==> config.mk <==
export PLATFORM = sky130hd
export DESIGN_NAME = bps_top
export DESIGN_NICKNAME = d
export VERILOG_FILES = /design/src/pkg/bps_pkg.sv /design/src/hw/bps_top.sv
export VERILOG_INCLUDE_DIRS = /design/src /design/src/pkg
export SDC_FILE = /design/constraint.sdc
export NUM_CORES = 1
export LEC_CHECK = 0
export ABC_AREA = 1
export BUFFER_PORTS_ARGS = -buffer_cell sky130_fd_sc_hd__buf_2
export CORE_ASPECT_RATIO = 1.5
export CORE_MARGIN = 1
export CORE_UTILIZATION = 49
export CTS_CLUSTER_DIAMETER = 80
export DETAILED_ROUTE_END_ITERATION = 10
export GPL_ROUTABILITY_DRIVEN = 0
export GPL_TIMING_DRIVEN = 0
export PLACE_DENSITY = 0.79
export SETUP_SLACK_MARGIN = 0.15
export SYNTH_ARGS = -nofsm -noshare
export SYNTH_HDL_FRONTEND = slang
export SYNTH_SLANG_ARGS = --single-unit
==> constraint.sdc <==
create_clock -name hclk -period 1.87 [get_ports hclk]
set_input_delay 0.2805 -clock hclk [delete_from_list [all_inputs] [get_ports hclk]]
set_output_delay 0.2805 -clock hclk [all_outputs]
set_load 0.01 [all_outputs]
==> src/pkg/bps_cfg.svh <==
// register offsets, field positions, reset values and timing counts
`ifndef BPS_CFG_SVH
`define BPS_CFG_SVH
`define BPS_OFS_CTRL 12'h000
`define BPS_OFS_STAT 12'h004
`define BPS_OFS_IRQ_STAT 12'h008
`define BPS_OFS_IRQ_MASK 12'h00C
`define BPS_CTRL_LPS 0
`define BPS_CTRL_FSEL 7:4
`define BPS_CTRL_ALEN 8
`define BPS_CTRL_REPEAT 9
`define BPS_CTRL_OUT_BAT_OFF 10
`define BPS_CTRL_RESET 32'h0000_0000
`define BPS_EV_ALARM 0
`define BPS_EV_TO_BAT 1
`define BPS_EV_TO_MAIN 2
`define BPS_NEV 3
`define BPS_PULSE_MS 250
`define BPS_CLK_MHZ 100
`endif

==> src/pkg/bps_pkg.sv <==
// types shared by the backup power switch block
package bps_pkg;
    typedef struct packed {
        logic below_bat;
        logic above_bat;
        logic below_trip;
        logic above_trip;
    } bps_cmp_t;
    typedef enum logic [2:0] {
        BPS_SEALED = 3'b001,
        BPS_MAIN = 3'b010,
        BPS_BATT = 3'b100
    } bps_state_t;
    typedef struct packed {
        logic o;
        logic oe;
    } bps_od_t;
endpackage

==> src/hw/bps_top.sv <==
// backup power switch control with ahb-lite registers
`timescale 1ns/1ns
`include "bps_cfg.svh"
// ----------------------------------------------------------------
// How it works
// - normal: battery when below battery and trip
// - backup: return when above either level
// - backup mode silences serial clock and data
// - other outputs keep running in backup, except the shared pin when battery output off is set
// - readable total power loss flag
// - low power select ignores trip comparison
// - low power: switch when below battery
// - no battery use before first main power-up
// - select bits pick interrupt or clock out
// - interrupt mode pulls pin on alarm
// - repeating alarm gives periodic pulses
// - alarm status readable by polling, set only in interrupt mode
// - serial data only pulled low
// - low power select resets to zero
// ----------------------------------------------------------------
module bps_top #(
    parameter int PULSE_CYCLES = `BPS_PULSE_MS * 1000 * `BPS_CLK_MHZ
) (
    input wire logic hclk,
    input wire logic hresetn,
    input wire logic hsel,
    input wire logic [31:0] haddr,
    input wire logic [1:0] htrans,
    input wire logic hwrite,
    input wire logic [2:0] hsize,
    input wire logic [31:0] hwdata,
    input wire logic hready,
    output logic [31:0] hrdata,
    output logic hreadyout,
    output logic hresp,
    input wire logic [3:0] cmp_async,
    input wire logic power_lost_both,
    input wire logic alarm_match,
    input wire logic [14:0] freq_taps,
    input wire logic serial_clk_in,
    input wire logic serial_data_in,
    input wire logic serial_data_pull,
    output logic serial_clk_gated,
    output logic serial_data_gated,
    output logic serial_data_o,
    output logic serial_data_oe,
    output logic alarm_or_clock_out_pin_o,
    output logic alarm_or_clock_out_pin_oe,
    output logic on_battery,
    output logic irq
);
    initial begin
        if (PULSE_CYCLES < 1) begin
            $error("pulse length must be at least one cycle");
        end
        if (`BPS_NEV != 3) begin
            $error("event status layout holds three events");
        end
        if (`BPS_CLK_MHZ < 1) begin
            $error("clock rate must be at least one megahertz");
        end
    end

    // ------------------------------------------------------------
    // input synchronisers
    // ------------------------------------------------------------
    localparam int NSYNC = 8;
    logic [NSYNC-1:0] sync_in;
    logic [NSYNC-1:0] sync_s2;
    bps_pkg::bps_cmp_t cmp;
    logic lost_s;
    logic alarm_s;
    logic sclk_s;
    logic sdata_s;
    assign sync_in = {cmp_async, power_lost_both, alarm_match,
        serial_clk_in, serial_data_in};
    genvar gi;
    generate
        for (gi = 0; gi < NSYNC; gi++) begin : g_sync
            // only the second flop is read outside this block
            logic s1;
            logic s2;
            always_ff @(posedge hclk or negedge hresetn) begin
                if (!hresetn) begin
                    s1 <= 1'b0;
                    s2 <= 1'b0;
                end else begin
                    s1 <= sync_in[gi];
                    s2 <= s1;
                end
            end
            assign sync_s2[gi] = s2;
        end
    endgenerate
    assign cmp = bps_pkg::bps_cmp_t'(sync_s2[7:4]);
    assign lost_s = sync_s2[3];
    assign alarm_s = sync_s2[2];
    assign sclk_s = sync_s2[1];
    assign sdata_s = sync_s2[0];

    // ------------------------------------------------------------
    // registers
    // ------------------------------------------------------------
    logic [31:0] ctrl;
    logic [31:0] next_ctrl;
    logic [`BPS_NEV-1:0] ev_stat;
    logic [`BPS_NEV-1:0] next_ev_stat;
    logic [`BPS_NEV-1:0] ev_mask;
    logic [`BPS_NEV-1:0] next_ev_mask;
    logic loss_flag;
    logic next_loss_flag;
    logic [`BPS_NEV-1:0] ev;
    logic dp_write;
    logic next_dp_write;
    logic [11:0] dp_addr;
    logic [11:0] next_dp_addr;
    logic [31:0] next_hrdata;
    logic lps;
    logic out_off;
    assign lps = ctrl[`BPS_CTRL_LPS];
    assign hreadyout = 1'b1;
    assign hresp = 1'b0;

    // ------------------------------------------------------------
    // read words
    // ------------------------------------------------------------
    logic [31:0] stat_word;
    logic [31:0] ev_word;
    logic [31:0] mask_word;
    // loss flag and event word read their next value so a same-cycle event is not lost
    assign stat_word = {28'h0000000, ev_stat[`BPS_EV_ALARM], on_battery,
        1'b0, next_loss_flag};
    assign ev_word = {{(32-`BPS_NEV){1'b0}}, next_ev_stat};
    assign mask_word = {{(32-`BPS_NEV){1'b0}}, ev_mask};

    always_comb begin
        next_dp_write = 1'b0;
        next_dp_addr = dp_addr;
        if (hsel && hready && htrans[1]) begin
            next_dp_write = hwrite;
            next_dp_addr = haddr[11:0];
        end
        next_ctrl = ctrl;
        next_ev_mask = ev_mask;
        next_ev_stat = ev_stat;
        next_loss_flag = loss_flag | lost_s;
        if (dp_write) begin
            unique case (dp_addr)
                `BPS_OFS_CTRL: next_ctrl = hwdata;
                `BPS_OFS_STAT: next_loss_flag = lost_s;
                `BPS_OFS_IRQ_STAT: next_ev_stat = ev_stat & ~hwdata[`BPS_NEV-1:0];
                `BPS_OFS_IRQ_MASK: next_ev_mask = hwdata[`BPS_NEV-1:0];
                default: ;
            endcase
        end
        next_ev_stat = next_ev_stat | ev; // set wins
        next_hrdata = 32'h0000_0000;
        if (hsel && hready && htrans[1] && !hwrite) begin
            unique case (haddr[11:0])
                `BPS_OFS_CTRL: next_hrdata = ctrl;
                `BPS_OFS_STAT: next_hrdata = stat_word;
                `BPS_OFS_IRQ_STAT: next_hrdata = ev_word;
                `BPS_OFS_IRQ_MASK: next_hrdata = mask_word;
                default: next_hrdata = 32'h0000_0000;
            endcase
        end
    end
    always_ff @(posedge hclk or negedge hresetn) begin
        if (!hresetn) begin
            ctrl <= `BPS_CTRL_RESET;
            ev_stat <= 3'h0;
            ev_mask <= 3'h0;
            loss_flag <= 1'b0;
            dp_write <= 1'b0;
            dp_addr <= 12'h000;
            hrdata <= 32'h0000_0000;
        end else begin
            ctrl <= next_ctrl;
            ev_stat <= next_ev_stat;
            ev_mask <= next_ev_mask;
            loss_flag <= next_loss_flag;
            dp_write <= next_dp_write;
            dp_addr <= next_dp_addr;
            hrdata <= next_hrdata;
        end
    end
    assign irq = |(ev_stat & ev_mask);

    // ------------------------------------------------------------
    // supply selection
    // ------------------------------------------------------------
    bps_pkg::bps_state_t state;
    bps_pkg::bps_state_t next_state;
    logic go_bat;
    logic go_main;
    always_comb begin
        // low power select drops the trip term
        go_bat = cmp.below_bat && (lps || cmp.below_trip);
        go_main = cmp.above_bat || (!lps && cmp.above_trip);
        next_state = state;
        unique case (state)
            bps_pkg::BPS_SEALED: if (go_main) begin
                next_state = bps_pkg::BPS_MAIN;
            end
            bps_pkg::BPS_MAIN: if (go_bat) begin
                next_state = bps_pkg::BPS_BATT;
            end
            bps_pkg::BPS_BATT: if (go_main) begin
                next_state = bps_pkg::BPS_MAIN;
            end
            default: next_state = bps_pkg::BPS_SEALED;
        endcase
    end
    // sealed start: no battery draw before the first main power-up
    always_ff @(posedge hclk or negedge hresetn) begin
        if (!hresetn) begin
            state <= bps_pkg::BPS_SEALED;
        end else begin
            state <= next_state;
        end
    end
    assign on_battery = (state == bps_pkg::BPS_BATT);
    assign ev[`BPS_EV_TO_BAT] = go_bat && state == bps_pkg::BPS_MAIN;
    assign ev[`BPS_EV_TO_MAIN] = go_main && state == bps_pkg::BPS_BATT;

    // ------------------------------------------------------------
    // serial gating
    // ------------------------------------------------------------
    assign serial_clk_gated = sclk_s && !on_battery;
    assign serial_data_gated = sdata_s && !on_battery;
    assign serial_data_o = 1'b0;
    assign serial_data_oe = serial_data_pull && !on_battery;

    // ------------------------------------------------------------
    // alarm and shared output pin
    // ------------------------------------------------------------
    logic alarm_d;
    logic alarm_rise;
    logic [31:0] pulse_cnt;
    logic [31:0] next_pulse_cnt;
    logic pin_low;
    logic next_pin_low;
    logic [3:0] fsel;
    logic int_mode;
    logic repeat_mode;
    logic tap_level;
    assign fsel = ctrl[`BPS_CTRL_FSEL];
    assign int_mode = (fsel == 4'h0);
    assign repeat_mode = ctrl[`BPS_CTRL_REPEAT];
    // code n drives tap n-1; code 0 frees the pin for alarms
    assign tap_level = int_mode ? 1'b1 : freq_taps[fsel - 4'h1];
    assign out_off = ctrl[`BPS_CTRL_OUT_BAT_OFF] && on_battery;
    assign alarm_rise = alarm_s && !alarm_d && ctrl[`BPS_CTRL_ALEN]
        && int_mode;
    assign ev[`BPS_EV_ALARM] = alarm_rise;
    always_comb begin
        next_pulse_cnt = pulse_cnt;
        next_pin_low = 1'b0;
        if (alarm_rise && repeat_mode) begin
            next_pulse_cnt = 32'(PULSE_CYCLES);
        end else if (pulse_cnt != 32'h0) begin
            next_pulse_cnt = pulse_cnt - 32'h1;
        end
        if (int_mode) begin
            // single mode holds low until status cleared
            next_pin_low = repeat_mode ? (next_pulse_cnt != 32'h0)
                : next_ev_stat[`BPS_EV_ALARM];
        end else begin
            next_pin_low = !tap_level;
        end
        if (out_off) begin
            next_pin_low = 1'b0;
        end
    end
    always_ff @(posedge hclk or negedge hresetn) begin
        if (!hresetn) begin
            alarm_d <= 1'b0;
            pulse_cnt <= 32'h0;
            pin_low <= 1'b0;
        end else begin
            alarm_d <= alarm_s;
            pulse_cnt <= next_pulse_cnt;
            pin_low <= next_pin_low;
        end
    end
    assign alarm_or_clock_out_pin_o = 1'b0;
    assign alarm_or_clock_out_pin_oe = pin_low;
endmodule

==> results of run 1 <==
-- state kept, by name, summed over array words and instances (netlist names), 3 cells and up --
register   flops
ev_stat        3
pulse_cnt     32
g_sync.s1      8
hrdata        32
dp_addr       12
state          3
ctrl          32
ev_mask        3
g_sync.s2      7
-- worst max-delay path, cell delays in order, from the launching register on --
cell     delay (ns)
dfrtp_1        0.43
inv_4          0.12
ha_4           0.15
nand2_1        0.08
nor2_2         0.11
nand2_2        0.08
nor2_4         0.14
inv_6          0.09
buf_4          0.15
o21ai_0        0.09
nand3_1        0.10
nor2_1         0.12
nand2_1        0.08
nor2_2         0.21
nand2_1        0.12
nand2_1        0.08
a21oi_1        0.07
-- logic make-up (layout without fill, tap and decap cells) --
group	after synthesis	count (layout)	share of synthesized area
buffers and inverters	113	308	0.0709
AO/OA/AOI/OAI	54	54	0.0457
XOR/XNOR	10	10	0.0135
AND/OR/NAND/NOR	408	408	0.275
multiplexers	33	33	0.0572
other	2	4	0.00116
flip-flops	137	137	0.528
adder cells (fa/ha/maj)	4	4	0.00771
-- metrics by stage --
step / util / cell area [um2] / total power [uW] / setup WS [ns] / std cells
3_5_place_dp: 0.573 / 7430 / 5990 / -0.379 / 1034
3_3_place_gp: 0.571 / 7390 / 5910 / -1.32 / 1033
4_1_cts: 0.658 / 8520 / 9630 / -0.192 / 1102
6_report: 0.688 / 8910 / 10100 / -0.478 / 1117
5_1_grt: 0.688 / 8910 / 10500 / -0.588 / 1117
2_1_floorplan: - / 6640 / 5390 / 0.103 / 763
-- Yosys cell counts --
| cell type | n | area [um2] |
|---|---|---|
| inv_1 | 91 | 342 |
| nor3_2 | 1 | 10.0 |
| nor4_2 | 1 | 12.5 |
| a22oi_1 | 1 | 7.51 |
| buf_6 | 2 | 22.5 |
| clkbuf_1 | 7 | 26.3 |
| inv_2 | 2 | 7.51 |
| nor2_8 | 1 | 20.0 |
| nand3_1 | 51 | 255 |
| and2_1 | 2 | 12.5 |
| buf_4 | 4 | 30.0 |
| buf_1 | 1 | 3.75 |
| o311ai_0 | 1 | 8.76 |
| ha_1 | 4 | 50.1 |
| conb_1 | 2 | 7.51 |
| nor2_4 | 4 | 45.0 |
| nor4_1 | 2 | 12.5 |
| mux2_2 | 33 | 372 |
| nand3b_1 | 2 | 15.0 |
| a21oi_1 | 15 | 75.1 |
| o22ai_1 | 1 | 6.26 |
| nor2_2 | 10 | 62.6 |
| nand2_4 | 4 | 45.0 |
| nand2_2 | 6 | 37.5 |
| buf_2 | 5 | 25.0 |
| dfstp_2 | 1 | 26.3 |
| nand4_1 | 13 | 81.3 |
| a32o_1 | 1 | 10.0 |
| clkinv_1 | 1 | 3.75 |
| nor2_1 | 117 | 439 |
| nor3_1 | 9 | 45.0 |
| dfrtp_1 | 136 | 3400 |
| xnor2_1 | 5 | 43.8 |
| xor2_1 | 5 | 43.8 |
| o21ai_0 | 24 | 120 |
| o211ai_1 | 1 | 7.51 |
| o21ai_1 | 5 | 25.0 |
| a21o_1 | 2 | 15.0 |
| nand2_1 | 185 | 694 |
| a31oi_1 | 2 | 12.5 |
| o21ai_2 | 1 | 8.76 |
-- power by group --
part	total, uW	switching (uW)	internal [uW]
sequential	3810	448	3360
clock	3270	1490	1780
combinational	3010	1850	1160
-- final cells by class --
class	count	area, um2	share of cell area
Inverter	94	380	0.0427
Sequential cell	137	3430	0.385
Multi-Input combinational cell	513	3060	0.343
Tap cell	159	199	0.0223
Buffer	19	195	0.0219
Timing Repair Buffer	163	1060	0.119
Clock inverter	15	158	0.0177
Clock buffer	17	425	0.0478
-- layer usage --
layer,wire [um],global-route usage,up-vias
met5,0,0,-
met4,1220,0.171,0
met3,1540,0.0751,105
met2,10500,0.461,350
met1,6750,0.292,2911
li1,-,-,2763
-- repair_timing --
action / CTS / global route
endpoints found under the setup margin: 56 / 51
gates cloned: 1 / 1
setup buffers: 26 / 14
gates resized for setup: 55 / 69
pin swaps: 19 / 30
hold buffers: 9 / 0
hold endpoints to repair: 47 / 0
-- path summary, 6_finish.rpt --
| kind | startpoint | to | slack, ns |
|---|---|---|---|
| worst max-delay path | pulse_cnt[0]$_DFF_PN0_ | alarm_or_clock_out_pin_oe$_DFF_PN0_ | -0.48 |
| worst max register to register | pulse_cnt[0]$_DFF_PN0_ | alarm_or_clock_out_pin_oe$_DFF_PN0_ | -0.48 |
| worst min-delay path | hwdata[4] | ctrl[4]$_DFFE_PN0P_ | 0.08 |
| min in group asynchronous | hresetn | pulse_cnt[28]$_DFF_PN0_ | 0.34 |
| worst min register to register | g_sync[3].s1$_DFF_PN0_ | g_sync[3].s2$_DFF_PN0_ | 0.35 |
| max in group asynchronous | hresetn | pulse_cnt[2]$_DFF_PN0_ | 0.70 |
==> results.txt, run 1 <==
----------------------------------------------------
[Power and ir drop]
  IR drop worst, VDD ... 0.828 mV
  Pwr Density ... 1130 nW/um2
  Static Leakage ... 0.00463 uW

[Yosys]
  Avg Cell Area, Syn ... 8.53 um2
  Count of mapped cells out of synthesis ... 761
  Summed instance area of the synthesized netlist ... 6490 um2
  Register area share after synthesis ... 0.528
  Synthesis Warnings ... 0
  Synth unique cells ... 41
  Synthesis-stage register bit count ... 137

[Clock network]
  CTS root buffer ... clkbuf_16
  Total number of H-tree levels ... 4
  TritonCTS clock tree ... built
  Clock transition at the registers of the reported paths ... 0.07 ns
  Maximum buffer depth of the clock tree ... 2
  Number of clock buffers inserted by TritonCTS ... 17
  Clock net sink count ... 137
  Latest clock arrival within the worst-skew pair ... 0.42 ns

[STA]
  Worst Slack Setup Final ... -0.478 ns
  Max-slew violation count ... 0
  Final hold viol count ... 0
  Highest clock frequency the design can meet ... 426 MHz
  Worst relative slew slack ... 0.583
  Share of the clock period used by the worst path ... 1.26
  Number of setup violations in the final report ... 1
  Post-route worst hold slack ... 0.0842 ns
  Worst slew pin tran ... 0.620 ns
  RSZ-0062 raised after global routing ... yes
  Sum of negative setup slack ... -0.478 ns
  Period minus WS final ... 2.35 ns
  Maximum clock skew at final layout ... 0.0111 ns

[Routing]
  1st-iter DRT viols ... 463
  Total number of vias ... 6,129
  Number of vias per cell after detailed routing ... 5.49
  Number of iterations in the first detailed-routing pass ... 8
  Routed Antenna Nets ... 0
  Number of design rule violations left after detail routing ... 0
  Final WL ... 20,000 um
  Routed WL per cell ... 17.9 um

[Placement]
  PortBufs ... 111
  DP HPWL ... 11,700 um

[Floorplan]
  Die Area ... 13,700 um2
  Core area ... 13,000 um2
  Placement Rows ... 51
  Num ports ... 140
  Initial core utilization ... 0.501
  Horizontal die dimension ... 96.0 um
  Chip height ... 143 um

[Setup path]
  Crit path launch type ... register
  CP max FO ... 8
  Required time of the critical path ... 2.17 ns
  Worst Setup End Kind ... register
  Number of cells on the worst reg-to-reg path ... 16
  CP Class ... register to register
  Arr. time, crit path ... 2.65 ns

[GRT]
  Global routing usage summed across all routing layers ... 0.271
  Maximum number of pins on one net before global-route repair ... 98
  Wire length of the first global-routing pass ... 27,800 um
  Vias in the first global route ... 5,872
  Initial antenna violation count ... 0
  Total overflow reported by the global router ... 0

[Run status]
  Outcome ... finished, violations left
  Failing checks ... setup timing

[Cells and area]
  Area added between synthesis and finish ... 37.2%
  Most frequent standard cell in the layout excluding fill and tap cells ... nand2_1
  # nets final ... 1,047
  Fraction of final layout cells with drive strength greater than 1 ... 0.355
  Count of fill cells added during filler insertion ... 885
  Antenna diode count ... 0
  Commonest cells after routing, fill and taps aside ... nand2_1 (169), dfrtp_1 (133), buf_2 (111)

[Hold path]
  Instance count along the most critical hold path ... 2
  Class of the tightest hold or removal check ... input port to register

[Run]
  Max Cap Violations ... 0

----------------------------------------------------
Power figures use the tool's default switching activity.
==> run 2: changes to the inputs <==
- ABC_AREA: 1 -> unset
- PLACE_DENSITY: 0.79 -> 0.8
==> run 2 against run 1 <==
  * The flow still finishes with violations (setup timing)
  * Largest power group unchanged
  * Sequential power rose by 7.3%
  * Clock power rose by 3%
  * Core utilization rose by 6.7 points
  * Critical path type unchanged
  * Cell count fell by 21%
  * Count of clock-buffer cells in the layout rose by 1
==> results.txt, run 2 <==
----------------------------------------------------
[Clock network]
  TritonCTS clock tree ... built
  Maximum buffer depth of the clock tree ... 2 (unchanged)
  Clock transition at the registers of the reported paths ... 0.07 ns (about the same)
  Number of clock buffers inserted by TritonCTS ... 17 (unchanged)
  Total number of H-tree levels ... 4 (unchanged)
  Latest clock arrival within the worst-skew pair ... 0.42 ns (about the same)
  Clock net sink count ... 137 (unchanged)
  CTS root buffer ... clkbuf_16

[Cells and area]
  Most frequent standard cell in the layout excluding fill and tap cells ... dfrtp_1
  Fraction of final layout cells with drive strength greater than 1 ... 0.528 (+0.173)
  # nets final ... 817 (-22%)
  Area added between synthesis and finish ... 50.1%
  Number of cells in the finished layout apart from fillers ... 883 (-21%)
  Commonest cells after routing, fill and taps aside ... dfrtp_1 (133), buf_2 (109), buf_4 (53)
  Largest regs ... ctrl x32, hrdata x32, pulse_cnt x32
  Final core utilization ... 0.755 (+0.0673)
  Final non-filler cell area ... 9020 um2 (+1.3%)

[Hold path]
  Instance count along the most critical hold path ... 2 (unchanged)
  Sink of the worst hold path ... ctrl[16]$_DFFE_PN0P_
  Class of the tightest hold or removal check ... input port to register
  HP Start ... hwdata[16]

[Setup path]
  Critical Path, Cell by Cell ... inv_2 -> ha_4 -> nor4b_4 -> and4_1 -> buf_6 -> a311oi_4 -> buf_4 -> buf_6 -> nand4_1 -> xor2_1 -> nand3_1 -> or3_4 -> o31a_1
  Buffering stage count on the worst path with inverters included ... 4 (+1)
  Endpoint of the worst-slack reg-to-reg timing path ... alarm_or_clock_out_pin_oe$_DFF_PN0_
  CP max FO ... 5 (-3)
  Required time of the critical path ... 2.16 ns (about the same)
  Number of cells on the worst reg-to-reg path ... 13 (-3)
  Worst Setup End Kind ... register
  Crit path launch type ... register
  Arr. time, crit path ... 3.62 ns (+0.97 ns)
  Maximum cell stage delay along the critical path ... 0.42 ns (about the same)
  Most used cell, CP ... buf_6
  Register-to-register setup slack ... -1.47 ns (-0.99 ns)
  Critical R2R Launch ... pulse_cnt[0]$_DFF_PN0_
  CP Class ... register to register
  Crit path max-delay cell type ... or3_4
  Category of cells accounting for the largest share of critical-path delay ... simple AND/OR/NAND/NOR gates

[STA]
  Period minus WS final ... 3.34 ns (+0.988 ns)
  Final hold viol count ... 0 (unchanged)
  Maximum clock skew at final layout ... 0.0100 ns (-0.00103 ns)
  Max-slew violation count ... 0 (unchanged)
  Worst Slack Setup Final ... -1.47 ns (-0.988 ns)
  Number of setup violations in the final report ... 66 (+65)
  Worst slew pin tran ... 0.660 ns (+0.0401 ns)
  Highest clock frequency the design can meet ... 300 MHz (-30%)
  RSZ-0062 raised after global routing ... yes
  Share of the clock period used by the worst path ... 1.78 (+0.528)
  Worst relative slew slack ... 0.548 (-0.0347)
  Sum of negative setup slack ... -19.02 ns (-18.54 ns)
  Post-route worst hold slack ... 0.0904 ns (+0.00619 ns)

[Floorplan]
  Chip height ... 138 um (-3.7%)
  Core area ... 12,000 um2 (-7.7%)
  Num ports ... 140 (unchanged)
  Die Area ... 12,700 um2 (-7.3%)
  Placement Rows ... 49 (-3.9%)
  Initial core utilization ... 0.503 (+0.00166)
  Horizontal die dimension ... 92.4 um (-3.7%)

[Yosys]
  Most frequent cell after synthesis ... dfrtp_1
  Area leader, netlist ... dfrtp_1
  Top cell type's share of synthesized area ... 0.566 (+0.0419)
  Register area share after synthesis ... 0.571 (+0.0422)
  Synth unique cells ... 63 (+54%)
  Synthesis-stage register bit count ... 137 (unchanged)
  Summed instance area of the synthesized netlist ... 6010 um2 (-7.4%)
  Most instantiated cells after synthesis ... dfrtp_1 (136), mux2_2 (45), nor2_1 (39)
  Avg Cell Area, Syn ... 11.9 um2 (+40%)
  Synthesis Warnings ... 0 (unchanged)
  Count of mapped cells out of synthesis ... 503 (-34%)
  Post-synth EDFFs ... 0 (unchanged)
  Most used flip-flop cell after synthesis ... dfrtp_1
  FFs w/ async S/R, synth ... 1.00 (unchanged)
  Top cells by area, synth ... dfrtp_1 (57%), mux2_2 (8.4%), and2_1 (3.0%)

[Power and ir drop]
  IR drop worst, VDD ... 0.835 mV (+0.83%)
  Static Leakage ... 0.00426 uW (-7.9%)
  Pwr Density ... 1200 nW/um2 (+5.6%)

[Placement]
  DP HPWL ... 10,100 um (-14%)
  Total placed cells including tap cells ... 768 (-26%)
  PortBufs ... 109 (-1.8%)
  Cell area reported after detailed placement ... 7000 um2 (-5.7%)

[Run status]
  Failing checks ... setup timing
  Outcome ... finished, violations left

[Routing]
  1st-iter DRT viols ... 381 (-18%)
  Number of design rule violations left after detail routing ... 0 (unchanged)
  Routed Antenna Nets ... 0 (unchanged)
  Number of iterations in the first detailed-routing pass ... 7 (-1)
  Routed WL per cell ... 22.7 um (+26%)
  Number of vias per cell after detailed routing ... 5.89 (+7.4%)
  Total number of vias ... 5,202 (-15%)
  Final WL ... 20,000 um (about the same)

[Run]
  Max Cap Violations ... 0 (unchanged)

[GRT]
  Wire length of the first global-routing pass ... 26,600 um (-4.5%)
  Vias in the first global route ... 5,241 (-11%)
  Global routing usage summed across all routing layers ... 0.280 (+0.00867)
  Maximum number of pins on one net before global-route repair ... 71 (-28%)
  Total overflow reported by the global router ... 0 (unchanged)
  Initial antenna violation count ... 1 (+1)

----------------------------------------------------
[run 2: changes by cell type after synthesis, moves of 8 or more]
| cell | delta |
|---|---|
| nand2_1 | -153 |
| nor2_1 | -78 |
| inv_1 | -77 |
| nand3_1 | -39 |
| and2_1 | +27 |
| o21ai_0 | -14 |
| mux2_2 | +12 |
| nor2_2 | -10 |
| xor2_1 | +10 |
| nor4_1 | +9 |
| clkbuf_1 | +8 |
[run 2: worst max-delay path by stage]
stage | depth (start not counted) | slack, ns | end | start
finish | 13 | -1.47 | alarm_or_clock_out_pin_oe$_DFF_PN0_ | pulse_cnt[0]$_DFF_PN0_
global route | 10 | -1.48 | alarm_or_clock_out_pin_oe$_DFF_PN0_ | pulse_cnt[0]$_DFF_PN0_
CTS | 9 | -1.19 | alarm_or_clock_out_pin_oe$_DFF_PN0_ | pulse_cnt[4]$_DFF_PN0_
detailed placement | 11 | -1.37 | alarm_or_clock_out_pin_oe$_DFF_PN0_ | ctrl[4]$_DFFE_PN0P_
global placement | 11 | -1.29 | alarm_or_clock_out_pin_oe$_DFF_PN0_ | ctrl[4]$_DFFE_PN0P_
floorplan | 9 | -0.87 | alarm_or_clock_out_pin_oe$_DFF_PN0_ | pulse_cnt[4]$_DFF_PN0_
[run 2: kinds of logic (layout without fill, tap and decap cells)]
kind of cell,count (synthesis),count (layout),synth area share
and+or+nand+nor,194,194,0.182
DFF,137,137,0.571
muxes,55,55,0.112
AOI/OAI and AO/OA,46,46,0.0558
buffers and inverters,40,262,0.0339
xor gates and xnor gates,25,25,0.0364
adders and majority gates,4,4,0.00833
other,2,7,0.00125
[run 2: worst register-to-register path, stage by stage (launching register included)]
cell,delay (ns)
dfrtp_1,0.40
inv_2,0.07
ha_4,0.16
nor4b_4,0.13
and4_1,0.23
buf_6,0.15
a311oi_4,0.37
buf_4,0.18
buf_6,0.11
nand4_1,0.13
xor2_1,0.28
nand3_1,0.23
or3_4,0.42
o31a_1,0.33
[run 2: report_power, final]
| part | internal [uW] | switching (uW) |
|---|---|---|
| combinational | 1630 | 1680 |
| sequential | 3410 | 676 |
| clock | 2000 | 1380 |
| total | 7050 | 3740 |
[run 2: layer usage]
metal / global-route usage / part of all wire
met5: 0 / 0
met4: 0.212 / 0.074
met3: 0.0695 / 0.060
met2: 0.489 / 0.54
met1: 0.287 / 0.33
[run 2: through the flow]
step                power [uW]  setup WS [ns]
global placement          5740          -1.29
detailed placement        5890          -1.37
global route             11100          -1.48
CTS                       9810          -1.19
floorplan                 5290         -0.874
finish                   10800          -1.47
[run 2: cell type report]
type / count / area [um2]
timing repair buffer: 191 / 1350
tap: 153 / 191
multi-input combinational: 328 / 3100
antenna: 3 / 7.51
clock buffer: 18 / 439
clock inverter: 13 / 146
fill: 646 / 2930
buffer: 26 / 300
sequential: 137 / 3430
inverter: 14 / 57.6
[run 2: repair_timing]
| item | 4_1_cts | 5_1_grt |
|---|---|---|
| cloned | 3 | 0 |
| pin swaps | 30 | 36 |
| buffers inserted | 32 | 37 |
| resized for setup | 86 | 78 |
| hold endpoints to repair | 76 | 0 |
| hold buffers | 9 | 0 |
| endpoints found under the setup margin | 100 | 89 |
==> run 3: changes to the inputs <==
==> constraint.sdc (replaced) <==
create_clock -name hclk -period 1.87 [get_ports hclk]
set_input_delay 0.187 -clock hclk [delete_from_list [all_inputs] [get_ports hclk]]
set_output_delay 0.187 -clock hclk [all_outputs]
set_load 0.01 [all_outputs]
==> run 3 against run 2 <==
  * The flow still finishes with violations (setup timing)
  * Count of clock-buffer cells in the layout stayed put
  * Sequential power is 1% lower
  * Cell count is 0.57% higher
  * Setup slack better by 0.20 ns
==> results.txt, run 3 (synthesis results as in run 2) <==
----------------------------------------------------
[Run status]
  Outcome ... finished, violations left
  Failing checks ... setup timing

[Power and ir drop]
  Share of power burned in the clock network ... 0.320 (+0.006)
  Internal power ... 6970 uW (-1.1%)
  Combinational cell fraction of total power ... 0.295 (-0.012)
  Static Leakage ... 0.00424 uW (-0.44%)
  Sequential fraction of design power ... 0.386 (+0.007)
  IR drop worst, VDD ... 0.847 mV (+1.5%)
  Tot Pwr ... 10,500 uW (-2.7%)
  Fraction of power spent switching nets ... 0.336 (-0.0105)
  Pwr Density ... 1170 nW/um2 (-2.5%)
  Total net switching power ... 3530 uW (-5.6%)

[Placement]
  Total placed cells including tap cells ... 768 (unchanged)
  PortBufs ... 109 (unchanged)
  Cell area reported after detailed placement ... 7000 um2 (unchanged)
  DP HPWL ... 10,100 um (unchanged)

[Cells and area]
  Area of combinational cells with multiple inputs ... 3030 um2 (-2.1%)
  Most frequent standard cell in the layout excluding fill and tap cells ... dfrtp_1
  Count of fill cells added during filler insertion ... 659 (+2.0%)
  Number of cells in the finished layout apart from fillers ... 888 (+0.57%)
  Fraction of final layout cells with drive strength greater than 1 ... 0.498 (-0.0303)
  Area added between synthesis and finish ... 49.9%
  Seq. cell area ... 3430 um2 (unchanged)
  Commonest cells after routing, fill and taps aside ... dfrtp_1 (133), buf_2 (108), buf_4 (45)
  # nets final ... 821 (+0.49%)
  Largest regs ... ctrl x32, hrdata x32, pulse_cnt x32
  Final non-filler cell area ... 9010 um2 (-0.19%)

[Clock network]
  Clock net sink count ... 137 (unchanged)
  Number of clock buffers inserted by TritonCTS ... 17 (unchanged)
  Clock transition at the registers of the reported paths ... 0.06 ns (about the same)
  TritonCTS clock tree ... built
  Maximum buffer depth of the clock tree ... 2 (unchanged)
  Total number of H-tree levels ... 4 (unchanged)
  Latest clock arrival within the worst-skew pair ... 0.42 ns (about the same)
  CTS root buffer ... clkbuf_16

[Routing]
  Number of vias per cell after detailed routing ... 5.81 (-1.4%)
  Routed Antenna Nets ... 0 (unchanged)
  Number of design rule violations left after detail routing ... 0 (unchanged)
  Final WL ... 19,500 um (-2.6%)
  1st-iter DRT viols ... 356 (-6.6%)
  Number of iterations in the first detailed-routing pass ... 5 (-2)
  Routed WL per cell ... 22.0 um (-3.2%)
  Total number of vias ... 5,159 (-0.83%)

[Floorplan]
  Initial core utilization ... 0.503 (unchanged)
  Num ports ... 140 (unchanged)
  Placement Rows ... 49 (unchanged)
  Chip height ... 138 um (unchanged)
  Horizontal die dimension ... 92.4 um (unchanged)
  Die Area ... 12,700 um2 (unchanged)
  Core area ... 12,000 um2 (unchanged)

[Run]
  Max Cap Violations ... 0 (unchanged)

[GRT]
  Grt peak-use layer ... met2
  Maximum number of pins on one net before global-route repair ... 71 (unchanged)
  Met3 Track Usage GR ... 0.0657 (-0.00386)
  Wire length of the first global-routing pass ... 26,900 um (+1.1%)
  Global routing usage summed across all routing layers ... 0.283 (+0.00330)
  Vias in the first global route ... 5,290 (+0.93%)
  Met2 Usage GRT ... 0.507 (+0.0185)
  Initial antenna violation count ... 1 (unchanged)
  Total overflow reported by the global router ... 0 (unchanged)
  Met1 demand-to-capacity share in global routing ... 0.292 (+0.00501)

[Setup path]
  Arr. time, crit path ... 3.43 ns (-0.19 ns)
  Required time of the critical path ... 2.16 ns (about the same)
  Worst Setup End Kind ... register
  Crit path launch type ... register
  CP Class ... register to register
  CP max FO ... 7 (+2)

[STA]
  Final hold viol count ... 0 (unchanged)
  Maximum clock skew at final layout ... 0.00797 ns (-0.00206 ns)
  Share of the clock period used by the worst path ... 1.68 (-0.105)
  Worst slew pin tran ... 0.679 ns (+0.0186 ns)
  Worst Slack Setup Final ... -1.27 ns (+0.196 ns)
  Number of setup violations in the final report ... 65 (-1.5%)
  Sum of negative setup slack ... -16.53 ns (+2.49 ns)
  Highest clock frequency the design can meet ... 318 MHz (+6.2%)
  RSZ-0062 raised after global routing ... yes
  Post-route worst hold slack ... 0.00569 ns (-0.0847 ns)
  Worst relative slew slack ... 0.547 (-0.00102)
  Period minus WS final ... 3.14 ns (-0.196 ns)
  Max-slew violation count ... 0 (unchanged)

[Hold path]
  Class of the tightest hold or removal check ... input port to register

----------------------------------------------------
[run 3: cell types whose count changed in the layout (fill, tap and decap cells not counted), moves of 2 or more]
cell,change
buf_4,-8
buf_8,-2
clkbuf_1,+2
clkbuf_2,-2
dlygate4sd3_1,+15
nand2_1,+4
nand2_2,-2
nand2_4,-2
nor3_2,+2
nor3_4,-2
[run 3: path summary, 6_finish.rpt]
check / startpoint / end / slack [ns] / cells after the start
worst max-delay path: pulse_cnt[19]$_DFF_PN0_ / alarm_or_clock_out_pin_oe$_DFF_PN0_ / -1.27 / 10
worst min-delay path: hwdata[28] / ctrl[28]$_DFFE_PN0P_ / 0.006 / 2
worst max register to register: pulse_cnt[19]$_DFF_PN0_ / alarm_or_clock_out_pin_oe$_DFF_PN0_ / -1.27 / 10
worst min register to register: g_sync[1].s1$_DFF_PN0_ / g_sync[1].s2$_DFF_PN0_ / 0.35 / 0
max in group asynchronous: hresetn / pulse_cnt[24]$_DFF_PN0_ / 0.76 / 3
min in group asynchronous: hresetn / pulse_cnt[12]$_DFF_PN0_ / 0.36 / 2
[run 3: power by group through the flow]
stage / clock network [uW] / registers [uW] / logic, uW
final: 3360 / 4050 / 3090
after global placement: 0 / 3860 / 1880
after CTS: 3340 / 3960 / 2500
after floorplan: 0 / 3790 / 1490
after global routing: 3520 / 4090 / 3280
after detailed placement: 0 / 3910 / 1980
[run 3: routing by layer]
| layer | part of all wire | vias up | wire length (um) |
|---|---|---|---|
| met2 | 0.54 | 306 | 10600 |
| met5 | 0 | - | 0 |
| met1 | 0.34 | 2574 | 6540 |
| met3 | 0.058 | 96 | 1140 |
| li1 | - | 2183 | - |
| met4 | 0.063 | 0 | 1240 |
[run 3: what timing repair did]
item	CTS	global route
endpoints found under the setup margin	96	94
gates resized for setup	84	61
buffers inserted	28	30
cloned	3	0
hold endpoints to repair	91	0
hold buffers	24	0
pin swaps	29	30
[run 3: critical path: stages (launching register included)]
cell and delay [ns]:
dfrtp_1 0.43, or4_4 0.54, buf_6 0.15, nor2_8 0.14
buf_12 0.14, nand4b_1 0.25, nor2_2 0.26, xnor2_2 0.16
o21ai_0 0.13, or4_4 0.54, o31a_1 0.28
[run 3: final cells by class]
cell class,instances,share of cell area
plain buffers,26,0.0332
well taps,153,0.0213
clock buffers,18,0.0488
inverters,14,0.00611
repair buffers,195,0.155
flip-flops and latches,137,0.381
clock inverters,13,0.0163
multi-input cells,328,0.337
diodes,4,0.00111
[run 3: metrics by stage]
stage / setup WS [ns] / util
final: -1.27 / 0.753
after global routing: -1.30 / 0.753
after CTS: -1.19 / 0.713
after detailed placement: -1.37 / 0.586
after global placement: -1.29 / 0.583
after floorplan: -0.874 / -
